$ cat src/logic/dpc_pkg.sv
// package for the datapath configuration register block
// assumes one clock domain; all figures below are register layout and reset values
package dpc_pkg;

  // ****************************************
  // register map
  // ****************************************
  localparam logic [7:0] DATAPATH_CONTROL_ADDR  = 8'h22;
  localparam logic [7:0] DATAPATH_CONTROL_RESET = 8'h00;
  localparam logic [7:0] UNMAPPED_READ_VALUE    = 8'h00;

  // ****************************************
  // field positions
  // ****************************************
  localparam int FWD_LOAD_INHIBIT_BIT      = 7;
  localparam int PIXEL_PASS_UNGATED_BIT    = 6;
  localparam int VALID_STROBE_POLARITY_BIT = 5;
  localparam int AUDIO_REPEATER_REGEN_BIT  = 4;
  localparam int QUAD_OVERRIDE_BIT         = 3;
  localparam int COLOR_18BIT_BIT           = 2;
  localparam int AUDIO_INBAND_BIT          = 1;
  localparam int QUAD_ENABLE_BIT           = 0;
  localparam int FWD_FIELD_WIDTH           = 7;

  // ****************************************
  // synchroniser reset value
  // ****************************************
  localparam logic SYNC_RESET_LEVEL = 1'b0;

  // ****************************************
  // decoded control reset levels
  // ****************************************
  // protection, audio and audio on the pixel pins start out allowed, every other control starts off
  localparam logic ALLOW_RESET_LEVEL = 1'b1;
  localparam logic FLAG_RESET_LEVEL  = 1'b0;

endpackage

$ cat src/logic/dpc_sync2.sv
// two-flop synchroniser for one asynchronous level
// assumes the input comes from a pin outside the CLK domain
`timescale 1ns/100ps

module dpc_sync2 (
  input  wire logic CLK,
  input  wire logic RST,
  input  wire logic async_in,
  output logic      sync_out
);

  typedef struct packed {
    logic meta;
    logic stable;
  } dpc_sync_state_type;

  dpc_sync_state_type state;
  dpc_sync_state_type next_state;

  // the first stage feeds only the second stage
  always_comb begin
    next_state.meta   = async_in;
    next_state.stable = state.meta;
  end

  always_ff @(posedge CLK) begin
    if (RST) begin
      state <= '{meta: dpc_pkg::SYNC_RESET_LEVEL, stable: dpc_pkg::SYNC_RESET_LEVEL};
    end else begin
      state <= next_state;
    end
  end

  assign sync_out = state.stable;

endmodule // dpc_sync2

$ cat src/logic/dpc_datapath_config.sv
// What this block does
// - With the load inhibit bit 7 set, loads from the forward channel are ignored.
// - With the load inhibit bit clear, forward-channel loads update the register.
// - Bits 6..0 are refreshed from remote serializer settings unless bit 7 is set.
// - Bit 6 set forwards pixel data regardless of the valid strobe, else the strobe frames.
// - While bit 6 is in effect, content protection and packetized audio are disabled.
// - Bit 6 has no effect when the serializer lacks content protection support.
// - Bit 5 picks strobe polarity: 1 active low, 0 active high.
// - Bit 4 set keeps packetized audio off the pixel pins, clear puts it there unless bit 6 is in effect.
// - Bit 3 set takes quad-channel enable from bit 0, clear disables quad audio.
// - Bit 2 set selects 18-bit video, clear selects 24-bit video.
// - Bit 1 set selects in-band audio transport, clear selects data-island transport.
// - Bit 0 enables quad-channel audio when set, provided bit 3 is also set.
//
// holds the datapath control register and the decoded datapath controls
// assumes the serial control bus and forward-channel decoder run on CLK
`timescale 1ns/100ps

module dpc_datapath_config (
  input  wire logic       CLK,
  input  wire logic       RST,
  input  wire logic       REG_WR,
  input  wire logic       REG_RD,
  input  wire logic [7:0] REG_ADDR,
  input  wire logic [7:0] REG_WDATA,
  output logic      [7:0] REG_RDATA,
  input  wire logic       FWD_LOAD,
  input  wire logic [6:0] FWD_DATA,
  input  wire logic       SER_PROT_CAPABLE,
  input  wire logic       PIX_VALID_PIN,
  output logic      [7:0] DATAPATH_CONTROL,
  output logic            PIX_FORWARD,
  output logic            PIX_VALID_ACTIVE,
  output logic            CONTENT_PROT_EN,
  output logic            PKT_AUDIO_EN,
  output logic            PKT_AUDIO_ON_PIXEL,
  output logic            QUAD_AUDIO_EN,
  output logic            COLOR_18BIT,
  output logic            AUDIO_INBAND
);

  // ****************************************
  // state
  // ****************************************
  typedef struct packed {
    logic [7:0] cfg;
    logic [7:0] rdata;
    logic       pix_forward;
    logic       valid_active;
    logic       prot_en;
    logic       pkt_audio_en;
    logic       pkt_on_pixel;
    logic       quad_en;
    logic       color_18;
    logic       inband;
  } dpc_state_type;

  dpc_state_type state;
  dpc_state_type next_state;
  logic          valid_sync;
  logic          hit;
  logic          pass_eff;
  logic          strobe_act;

  dpc_sync2 u_valid_sync (
    .CLK      (CLK),
    .RST      (RST),
    .async_in (PIX_VALID_PIN),
    .sync_out (valid_sync)
  );

  // ****************************************
  // next state
  // ****************************************
  always_comb begin
    next_state = state;
    hit        = (REG_ADDR == dpc_pkg::DATAPATH_CONTROL_ADDR);
    // software write beats a forward load in the same cycle; it is the newer intent
    if (REG_WR && hit) begin
      next_state.cfg = REG_WDATA;
    end else if (FWD_LOAD && !state.cfg[dpc_pkg::FWD_LOAD_INHIBIT_BIT]) begin
      next_state.cfg[dpc_pkg::FWD_FIELD_WIDTH-1:0] = FWD_DATA;
    end
    if (REG_RD) begin
      next_state.rdata = hit ? state.cfg : dpc_pkg::UNMAPPED_READ_VALUE;
    end
    // decoded controls follow the stored value, one cycle behind it
    pass_eff   = state.cfg[dpc_pkg::PIXEL_PASS_UNGATED_BIT] & SER_PROT_CAPABLE;
    strobe_act = valid_sync ^ state.cfg[dpc_pkg::VALID_STROBE_POLARITY_BIT];
    next_state.valid_active = strobe_act;
    next_state.pix_forward  = pass_eff | strobe_act;
    next_state.prot_en      = !pass_eff;
    next_state.pkt_audio_en = !pass_eff;
    next_state.pkt_on_pixel = !pass_eff && !state.cfg[dpc_pkg::AUDIO_REPEATER_REGEN_BIT];
    next_state.quad_en      = state.cfg[dpc_pkg::QUAD_OVERRIDE_BIT] &
                              state.cfg[dpc_pkg::QUAD_ENABLE_BIT];
    next_state.color_18     = state.cfg[dpc_pkg::COLOR_18BIT_BIT];
    next_state.inband       = state.cfg[dpc_pkg::AUDIO_INBAND_BIT];
  end

  always_ff @(posedge CLK) begin
    if (RST) begin
      state <= '{cfg: dpc_pkg::DATAPATH_CONTROL_RESET, rdata: dpc_pkg::UNMAPPED_READ_VALUE,
                 prot_en: dpc_pkg::ALLOW_RESET_LEVEL, pkt_audio_en: dpc_pkg::ALLOW_RESET_LEVEL,
                 pkt_on_pixel: dpc_pkg::ALLOW_RESET_LEVEL, default: dpc_pkg::FLAG_RESET_LEVEL};
    end else begin
      state <= next_state;
    end
  end

  assign REG_RDATA          = state.rdata;
  assign DATAPATH_CONTROL   = state.cfg;
  assign PIX_FORWARD        = state.pix_forward;
  assign PIX_VALID_ACTIVE   = state.valid_active;
  assign CONTENT_PROT_EN    = state.prot_en;
  assign PKT_AUDIO_EN       = state.pkt_audio_en;
  assign PKT_AUDIO_ON_PIXEL = state.pkt_on_pixel;
  assign QUAD_AUDIO_EN      = state.quad_en;
  assign COLOR_18BIT        = state.color_18;
  assign AUDIO_INBAND       = state.inband;

  // ****************************************
  // checks
  // ****************************************
  AST_INHIBIT_HOLDS: assert property (@(posedge CLK) disable iff (RST)
    (FWD_LOAD && !(REG_WR && hit) && state.cfg[7]) |=> $stable(state.cfg))
    else $error("forward load changed register while inhibited");

  AST_FWD_LOADS: assert property (@(posedge CLK) disable iff (RST)
    (FWD_LOAD && !(REG_WR && hit) && !state.cfg[7]) |=> (state.cfg[6:0] == $past(FWD_DATA)))
    else $error("forward load not applied");

  AST_FWD_KEEPS_TOP: assert property (@(posedge CLK) disable iff (RST)
    (FWD_LOAD && !(REG_WR && hit)) |=> (state.cfg[7] == $past(state.cfg[7])))
    else $error("forward load touched bit 7");

  AST_LOCAL_WRITE: assert property (@(posedge CLK) disable iff (RST)
    (REG_WR && hit) |=> (DATAPATH_CONTROL == $past(REG_WDATA)))
    else $error("local write not applied at once");

  AST_PASS_FORWARDS: assert property (@(posedge CLK) disable iff (RST)
    (state.cfg[6] && SER_PROT_CAPABLE) |=> PIX_FORWARD)
    else $error("ungated pass did not forward pixels");

  AST_PASS_BLOCKS: assert property (@(posedge CLK) disable iff (RST)
    (state.cfg[6] && SER_PROT_CAPABLE) |=> (!CONTENT_PROT_EN && !PKT_AUDIO_EN))
    else $error("protection or audio left on during ungated pass");

  AST_PASS_NO_EFFECT: assert property (@(posedge CLK) disable iff (RST)
    !SER_PROT_CAPABLE |=> (CONTENT_PROT_EN && PKT_AUDIO_EN && PIX_FORWARD == PIX_VALID_ACTIVE))
    else $error("ungated pass acted without protection support");

  AST_POLARITY: assert property (@(posedge CLK) disable iff (RST)
    1'b1 |=> (PIX_VALID_ACTIVE == ($past(valid_sync) ^ $past(state.cfg[5]))))
    else $error("strobe polarity wrong");

  AST_REGEN: assert property (@(posedge CLK) disable iff (RST)
    state.cfg[4] |=> !PKT_AUDIO_ON_PIXEL)
    else $error("audio on pixel pins despite regeneration");

  AST_QUAD: assert property (@(posedge CLK) disable iff (RST)
    1'b1 |=> (QUAD_AUDIO_EN == ($past(state.cfg[3]) && $past(state.cfg[0]))))
    else $error("quad audio enable wrong");

  AST_COLOR: assert property (@(posedge CLK) disable iff (RST)
    1'b1 |=> (COLOR_18BIT == $past(state.cfg[2])))
    else $error("colour depth select wrong");

  AST_INBAND: assert property (@(posedge CLK) disable iff (RST)
    1'b1 |=> (AUDIO_INBAND == $past(state.cfg[1])))
    else $error("audio transport select wrong");

  // ****************************************
  // checks: register access
  // ****************************************
  AST_RD_MAPPED: assert property (@(posedge CLK) disable iff (RST)
    (REG_RD && hit) |=> (REG_RDATA == $past(state.cfg)))
    else $error("mapped read returned wrong value");

  AST_RD_UNMAPPED: assert property (@(posedge CLK) disable iff (RST)
    (REG_RD && !hit) |=> (REG_RDATA == dpc_pkg::UNMAPPED_READ_VALUE))
    else $error("unmapped read returned a value");

  AST_RD_HOLDS: assert property (@(posedge CLK) disable iff (RST)
    !REG_RD |=> $stable(REG_RDATA))
    else $error("read data changed without a read");

  AST_CFG_HOLDS: assert property (@(posedge CLK) disable iff (RST)
    (!FWD_LOAD && !(REG_WR && hit)) |=> $stable(DATAPATH_CONTROL))
    else $error("register changed without write or load");

  AST_WRITE_WINS: assert property (@(posedge CLK) disable iff (RST)
    (REG_WR && hit && FWD_LOAD) |=> (DATAPATH_CONTROL == $past(REG_WDATA)))
    else $error("forward load beat a local write");

  // ****************************************
  // checks: decoded controls
  // ****************************************
  AST_PASS_OFF_FOLLOWS: assert property (@(posedge CLK) disable iff (RST)
    !(state.cfg[6] && SER_PROT_CAPABLE) |=> (PIX_FORWARD == PIX_VALID_ACTIVE))
    else $error("pixels forwarded apart from the strobe");

  AST_STROBE_FRAMES: assert property (@(posedge CLK) disable iff (RST)
    (!state.cfg[6] && !(valid_sync ^ state.cfg[5])) |=> !PIX_FORWARD)
    else $error("pixels forwarded while strobe idle");

  AST_PROT_NORMAL: assert property (@(posedge CLK) disable iff (RST)
    !(state.cfg[6] && SER_PROT_CAPABLE) |=> (CONTENT_PROT_EN && PKT_AUDIO_EN))
    else $error("protection or audio blocked without ungated pass");

  AST_PASS_NO_PIXEL_AUDIO: assert property (@(posedge CLK) disable iff (RST)
    (state.cfg[6] && SER_PROT_CAPABLE) |=> !PKT_AUDIO_ON_PIXEL)
    else $error("audio on pixel pins during ungated pass");

  AST_AUDIO_ON_PIXEL: assert property (@(posedge CLK) disable iff (RST)
    (!state.cfg[4] && !(state.cfg[6] && SER_PROT_CAPABLE)) |=> PKT_AUDIO_ON_PIXEL)
    else $error("audio missing from pixel pins");

  AST_QUAD_OFF: assert property (@(posedge CLK) disable iff (RST)
    !state.cfg[3] |=> !QUAD_AUDIO_EN)
    else $error("quad audio on without override");

endmodule // dpc_datapath_config

$ cat config.mk
export PLATFORM = sky130hd
export DESIGN_NAME = dpc_datapath_config
export DESIGN_NICKNAME = d
export VERILOG_FILES = /design/src/logic/dpc_pkg.sv /design/src/logic/dpc_sync2.sv /design/src/logic/dpc_datapath_config.sv
export SDC_FILE = /design/constraint.sdc
export NUM_CORES = 1
export LEC_CHECK = 0
export ABC_AREA = 1
export BUFFER_PORTS_ARGS = -buffer_cell sky130_fd_sc_hd__buf_2
export CORE_MARGIN = 10
export CORE_UTILIZATION = 47
export CTS_CLUSTER_SIZE = 10
export DETAILED_ROUTE_END_ITERATION = 8
export PLACE_DENSITY_LB_ADDON = 0.3
export SETUP_SLACK_MARGIN = 0.5
export SLEW_MARGIN = 20
export SYNTH_ARGS = -nofsm -noshare
export SYNTH_HDL_FRONTEND = slang
export SYNTH_SLANG_ARGS = --single-unit
$ cat constraint.sdc
create_clock -name CLK -period 2.05 [get_ports CLK]
set_clock_uncertainty 0.2 [all_clocks]
set_input_delay 0.205 -clock CLK [delete_from_list [all_inputs] [get_ports CLK]]
set_output_delay 0.205 -clock CLK [all_outputs]
set_load 0.05 [all_outputs]
After elaboration in Yosys (flattened, before gate mapping)
Index checks and enable logic that the tools add are counted.

Flip-flop bits (word level): 25. Input bits: 30. Word-level logic and storage cells: 27.

Equal/unequal tests: 1. Mux-type cells: 3. Bitwise gates (word level): 4. Reductions and logical operators: 7.

Operators with widths (count): $mux 7 (2); $eq 8x6->1 const B (1); $mux 8 (1); $logic_and 1x1->1 (3); $logic_not 1->1 (3); $and 1x1->1 (2); $reduce_bool 2->1 (1); $or 1x1->1 (1); $xor 1x1->1 (1).

Depth between registers and ports, before layout
Depth in word-level cells: 4. Gate-level depth with buffers: 9.

Cells and area by module
Synthesis repeated with hierarchy kept, for this count alone.

Cell total of the unflattened synthesis: 149. Area total of the unflattened synthesis: 1106.1 um^2.

By module, submodules not included: dpc_datapath_config (times used 1, cells an instance 143, area each 1051.0 um^2); dpc_sync2 (times used 1, cells an instance 6, area each 55.1 um^2).

Least setup slack after synthesis
Ideal clock, no wire load.

Path type: flip-flop to flip-flop. Start: register state, in the netlist DATAPATH_CONTROL[7]. End: register state, in the netlist DATAPATH_CONTROL[2]. Library setup time: 64 ps. Arrival time: 1197 ps. Data required time: 1786 ps. Setup slack: 589 ps. Cell stages (with the launch flop): 8. Cell sequence: dfxtp_1 inv_1 nand2_1 buf_4 o21ai_0 nand2_1 inv_1 nor2_1.

Cells in the longest elaborated chain, start to end: 3.

RTL lines: start: declaration (line dpc_datapath_config.sv:58) `dpc_state_type state;`; start signal: assignment (line dpc_datapath_config.sv:103) `state <= '{cfg: dpc_pkg::DATAPATH_CONTROL_RESET, rdata: dpc_pkg::UNMAPPED_READ_VALUE,`; start signal: assignment (line dpc_datapath_config.sv:107) `state <= next_state;`; $logic_not 1->1 (line dpc_datapath_config.sv:81) `end else if (FWD_LOAD && !state.cfg[dpc_pkg::FWD_LOAD_INHIBIT_BIT]) begin`; $logic_and 1x1->1 (line dpc_datapath_config.sv:81); $reduce_bool 2->1 (no line).

No other way between the ends. A chain may end at the register's enable or synchronous reset.

Worst setup path after layout
Start: input port REG_ADDR[6]. End: register state, in the netlist DATAPATH_CONTROL[7].

Cells in the longest elaborated chain, start to end: 2.

RTL lines: start: declaration (line dpc_datapath_config.sv:24) `input wire logic [7:0] REG_ADDR,`; $eq 8x6->1 (line dpc_datapath_config.sv:77) `hit = (REG_ADDR == dpc_pkg::DATAPATH_CONTROL_ADDR);`; $logic_and 1x1->1 (line dpc_datapath_config.sv:79) `if (REG_WR && hit) begin`.

No other way between the ends.

==> implementation parameters <==
Parameter                              Value

Floorplan
  Die Y-Extent ... 67.5 um
  Placeable core region ... 2170 um2
  Effective utilization at floorplan ... 48.8%
  Die Span X ... 67.5 um
  Die ar. ... 4550 um2
  Std-Cell Rows ... 17
  Top-Level Pins ... 54

Worst setup path
  R2r setup slk ... 0.60 ns
  CP bufs+invs ... 3
  R2R cell count ... 3
  Endpoint type of the worst setup path ... flip-flop
  Kind of cell adding the most delay to the critical path ... buffers and inverters
  Cell type of the slowest stage on the worst timing path ... sky130_fd_sc_hd__dlygate4sd3_1
  Arr. time, crit path ... 1.60 ns
  Worst Path Required ... 2.11 ns
  Cell chain of the critical path ... buf_2, inv_1, nand2_1, nor2_4, nand2_2, nor2_4, nand2_2, a21oi_2, dlygate4sd3_1
  Critical path fanouts, max ... 6
  Type of the setup path with the least slack ... input pin to flip-flop
  Crit path largest cell delay ... 0.56 ns
  Startpoint class of the critical path ... input pin
  Reg2Reg Capture Point ... DATAPATH_CONTROL[7]
  Source of the worst register-to-register timing path ... DATAPATH_CONTROL[7]

Placement
  Placed instance count ... 219
  Routability-driven placement congestion ratio ... 0.737
  HPWL after detailed placement ... 2120 um
  Port buffer count ... 53

STA
  # setup viols final ... 0
  Actual slew at the worst max-slew pin ... 0.426 ns
  Number of slew-limit violations in the final report ... 0
  Time the worst path needs with I/O delays and setup ... 1.54 ns
  Tightest slew margin relative to the limit ... 71.6%
  FMAX ... 0.647 GHz
  Total negative slack ... 0 ns
  Setup repair after global routing missed its margin ... false
  Fraction of the cycle the final worst path needs ... 75.4%
  Number of hold violations in the final report ... 0

Final layout
  Number of inserted filler cells in the final layout ... 197
  P&R area growth vs syn ... 42.3%
  Layout cells sized above 1 ... 30.8%
  Most frequent standard cell in the layout excluding fill and tap cells ... sky130_fd_sc_hd__buf_2
  Post-layout net count ... 242
  Area taken by flip-flops and latches ... 500 um2
  Inserted Diodes ... 0
  Commonest non-fill, non-tap cells in the layout ... sky130_fd_sc_hd__buf_2 (53), sky130_fd_sc_hd__nand2_1 (35), sky130_fd_sc_hd__dfxtp_1 (25), sky130_fd_sc_hd__inv_1 (24), sky130_fd_sc_hd__o21ai_0 (16)
  Multi-input gate area in the final layout ... 435 um2
  Final std cells w/o fill ... 239

Synth
  Unique masters post-synth ... 19
  Largest family of logic cells by synthesized area ... simple AND/OR/NAND/NOR gates
  Count of state elements after synthesis ... 25
  Share of the yosys chip area belonging to registers ... 47.2%
  Top cells by area, synth ... sky130_fd_sc_hd__dfxtp_1 (47%), sky130_fd_sc_hd__nand2_1 (13%), sky130_fd_sc_hd__inv_1 (8.5%), sky130_fd_sc_hd__o21ai_0 (7.6%), sky130_fd_sc_hd__a21oi_1 (4.3%)
  Multiplexer share of the synthesized area ... 0%
  Synthesized area per cell ... 7.26 um2
  Arithmetic-cell share of the synthesized area counting full adders, half adders and majority gates ... 0%
  Compound-cell area share of the yosys netlist ... 12.5%
  Summed instance area of the synthesized netlist ... 1060 um2
  Simple-Gate Fraction of Synth Area ... 25.5%
  Post-Syn Nets ... 176
  Post-synthesis instance total ... 146
  Leading area contributor after synthesis ... sky130_fd_sc_hd__dfxtp_1
  Total of warnings raised by yosys ... 0
  Xor/xnor cell area share of the yosys netlist ... 0.826%
  Share of the synthesized area in the top cell type ... 47.2%

Hold path
  Number of cells on the worst hold path ... 5
  Worst hold path class ... input pin to flip-flop
  Destination of the worst hold path ... DATAPATH_CONTROL[0]
  Worst hold start ... FWD_DATA[0]

Clock network
  Clock transition at the registers of the reported paths ... 0.13 ns
  TritonCTS buffer count ... 3
  Clk Tree Root Cell ... sky130_fd_sc_hd__clkbuf_4
  Level count of the clock H-tree ... 1
  TritonCTS clock tree ... built
  Sinks on Clock Net ... 25
  Number of buffers on the longest clock path ... 2
  Later-pin clock latency in the skew report ... 0.31 ns

Route
  Remaining DRCs ... 0
  Number of antenna-violating nets in the routed design ... 0
  Number of optimization iterations in the first detailed-route pass ... 4
  Detailed-route vias per instance ... 4.56
  Routed length per placed instance ... 12.4 um
  Via total after detailed routing ... 1,091
  Drt total wl ... 2950 um
  Number of DRC markers after the initial detailed-route iteration ... 56

Power
  Sequential cell fraction of total power ... 54.4%
  Switching power summed over all nets ... 302 uW
  Clock power frac ... 21.7%
  Combinational fraction of design power ... 23.9%
  Power density over the cells ... 641 nW/um2
  Cell internal power dissipation ... 664 uW
  Static Leak ... 0.000792 uW
  Peak supply drop ... 0.357 mV
  Switching fraction of total power ... 31.3%

Run
  Max Cap Viol ... 0

Global routing
  Number of antenna violations at the first check in global routing ... 0
  All-Layer GR Usage ... 12.9%
  Wire length of the first global-routing pass ... 4690 um
  Maximum number of pins on one net before global-route repair ... 17
  Total overflow reported by the global router ... 0
  Number of global-route vias before repair ... 1,074

Run status
  Outcome ... completed
-- worst reg2reg max path, stage by stage (launching register included) --
cell and delay (ns):
sky130_fd_sc_hd__dfxtp_1 0.41, sky130_fd_sc_hd__nand2_1 0.09, sky130_fd_sc_hd__a21oi_2 0.14, sky130_fd_sc_hd__dlygate4sd3_1 0.56
-- repair_timing --
action	in CTS	in global routing
hold buffers	14	0
gates resized for setup	0	5
endpoints found under the setup margin	0	1
setup buffers	0	2
endpoints found under the hold margin	15	0
-- flip-flops by register name, indices dropped and copies added, names as in the netlist --
| register | count |
|---|---|
| PKT_AUDIO_EN | 1 |
| REG_RDATA | 8 |
| QUAD_AUDIO_EN | 1 |
| COLOR_18BIT | 1 |
| AUDIO_INBAND | 1 |
| u_valid_sync.next_state | 1 |
| PKT_AUDIO_ON_PIXEL | 1 |
| PIX_VALID_ACTIVE | 1 |
| PIX_FORWARD | 1 |
| DATAPATH_CONTROL | 8 |
| u_valid_sync.sync_out | 1 |
-- worst max-delay path by stage --
stage / from / to / cells past startpoint
2_1_floorplan: DATAPATH_CONTROL[7] / DATAPATH_CONTROL[2] / 7
3_3_place_gp: REG_ADDR[6] / DATAPATH_CONTROL[5] / 9
3_5_place_dp: REG_ADDR[6] / DATAPATH_CONTROL[3] / 9
4_1_cts: REG_ADDR[6] / DATAPATH_CONTROL[7] / 8
5_1_grt: REG_ADDR[0] / DATAPATH_CONTROL[7] / 9
6_report: REG_ADDR[6] / DATAPATH_CONTROL[7] / 9
-- power by group through the flow --
stage                     Combinational, uW  Sequential [uW]  Clock (uW)
after floorplan                        74.7              612           0
after global placement                  204              536           0
after detailed placement                208              537           0
after CTS                               228              526         216
after global routing                    251              530         236
final                                   231              526         209
-- cells in the mapped netlist --
cell,instances
sky130_fd_sc_hd__nand2_1,36
sky130_fd_sc_hd__dfxtp_1,25
sky130_fd_sc_hd__inv_1,24
sky130_fd_sc_hd__o21ai_0,16
sky130_fd_sc_hd__nor2_1,12
sky130_fd_sc_hd__a21oi_1,9
sky130_fd_sc_hd__nand3_1,6
sky130_fd_sc_hd__buf_4,5
sky130_fd_sc_hd__nand3b_1,2
sky130_fd_sc_hd__nor2_2,2
sky130_fd_sc_hd__buf_2,1
sky130_fd_sc_hd__buf_6,1
sky130_fd_sc_hd__clkbuf_1,1
sky130_fd_sc_hd__nand2_2,1
sky130_fd_sc_hd__nand3_2,1
sky130_fd_sc_hd__nor2_4,1
sky130_fd_sc_hd__nor3_1,1
sky130_fd_sc_hd__o21a_1,1
sky130_fd_sc_hd__xnor2_1,1
-- through the flow --
stage / setup WS, ns / total power (uW) / hold WS [ns] / cell area, um2 / util, %
after floorplan: 0.589 / 687 / 0.112 / 1060 / -
after CTS: 0.534 / 970 / 0.0140 / 1470 / 67.7
final: 0.505 / 966 / 0.0244 / 1510 / 69.5
after global placement: 0.668 / 739 / 0.189 / 1300 / 60.0
after global routing: 0.483 / 1020 / 0.0472 / 1510 / 69.5
after detailed placement: 0.582 / 745 / 0.215 / 1300 / 60.0
-- area by class of cell --
cell class / count / area share, %
tap: 28 / 2.32
multi-input combinational: 89 / 28.9
sequential: 25 / 33.2
inverter: 24 / 5.98
clock buffer: 4 / 1.74
timing repair buffer: 69 / 27.9
-- metal layers --
layer  track usage [%]  vias to the layer above  wire length (um)
met3              3.97                        2               279
met2              22.5                       43              1470
met5                 0                        -                 0
met4              6.15                        0                 8
li1                  -                      575                 -
met1              13.7                      471              1190
-- cells by family after synthesis --
logic type | after synthesis
XOR/XNOR | 1
AND/OR/NAND/NOR | 62
AO/OA/AOI/OAI | 26
buffers and inverters | 32
flip-flops | 25
(Power assumes the default switching activity.)
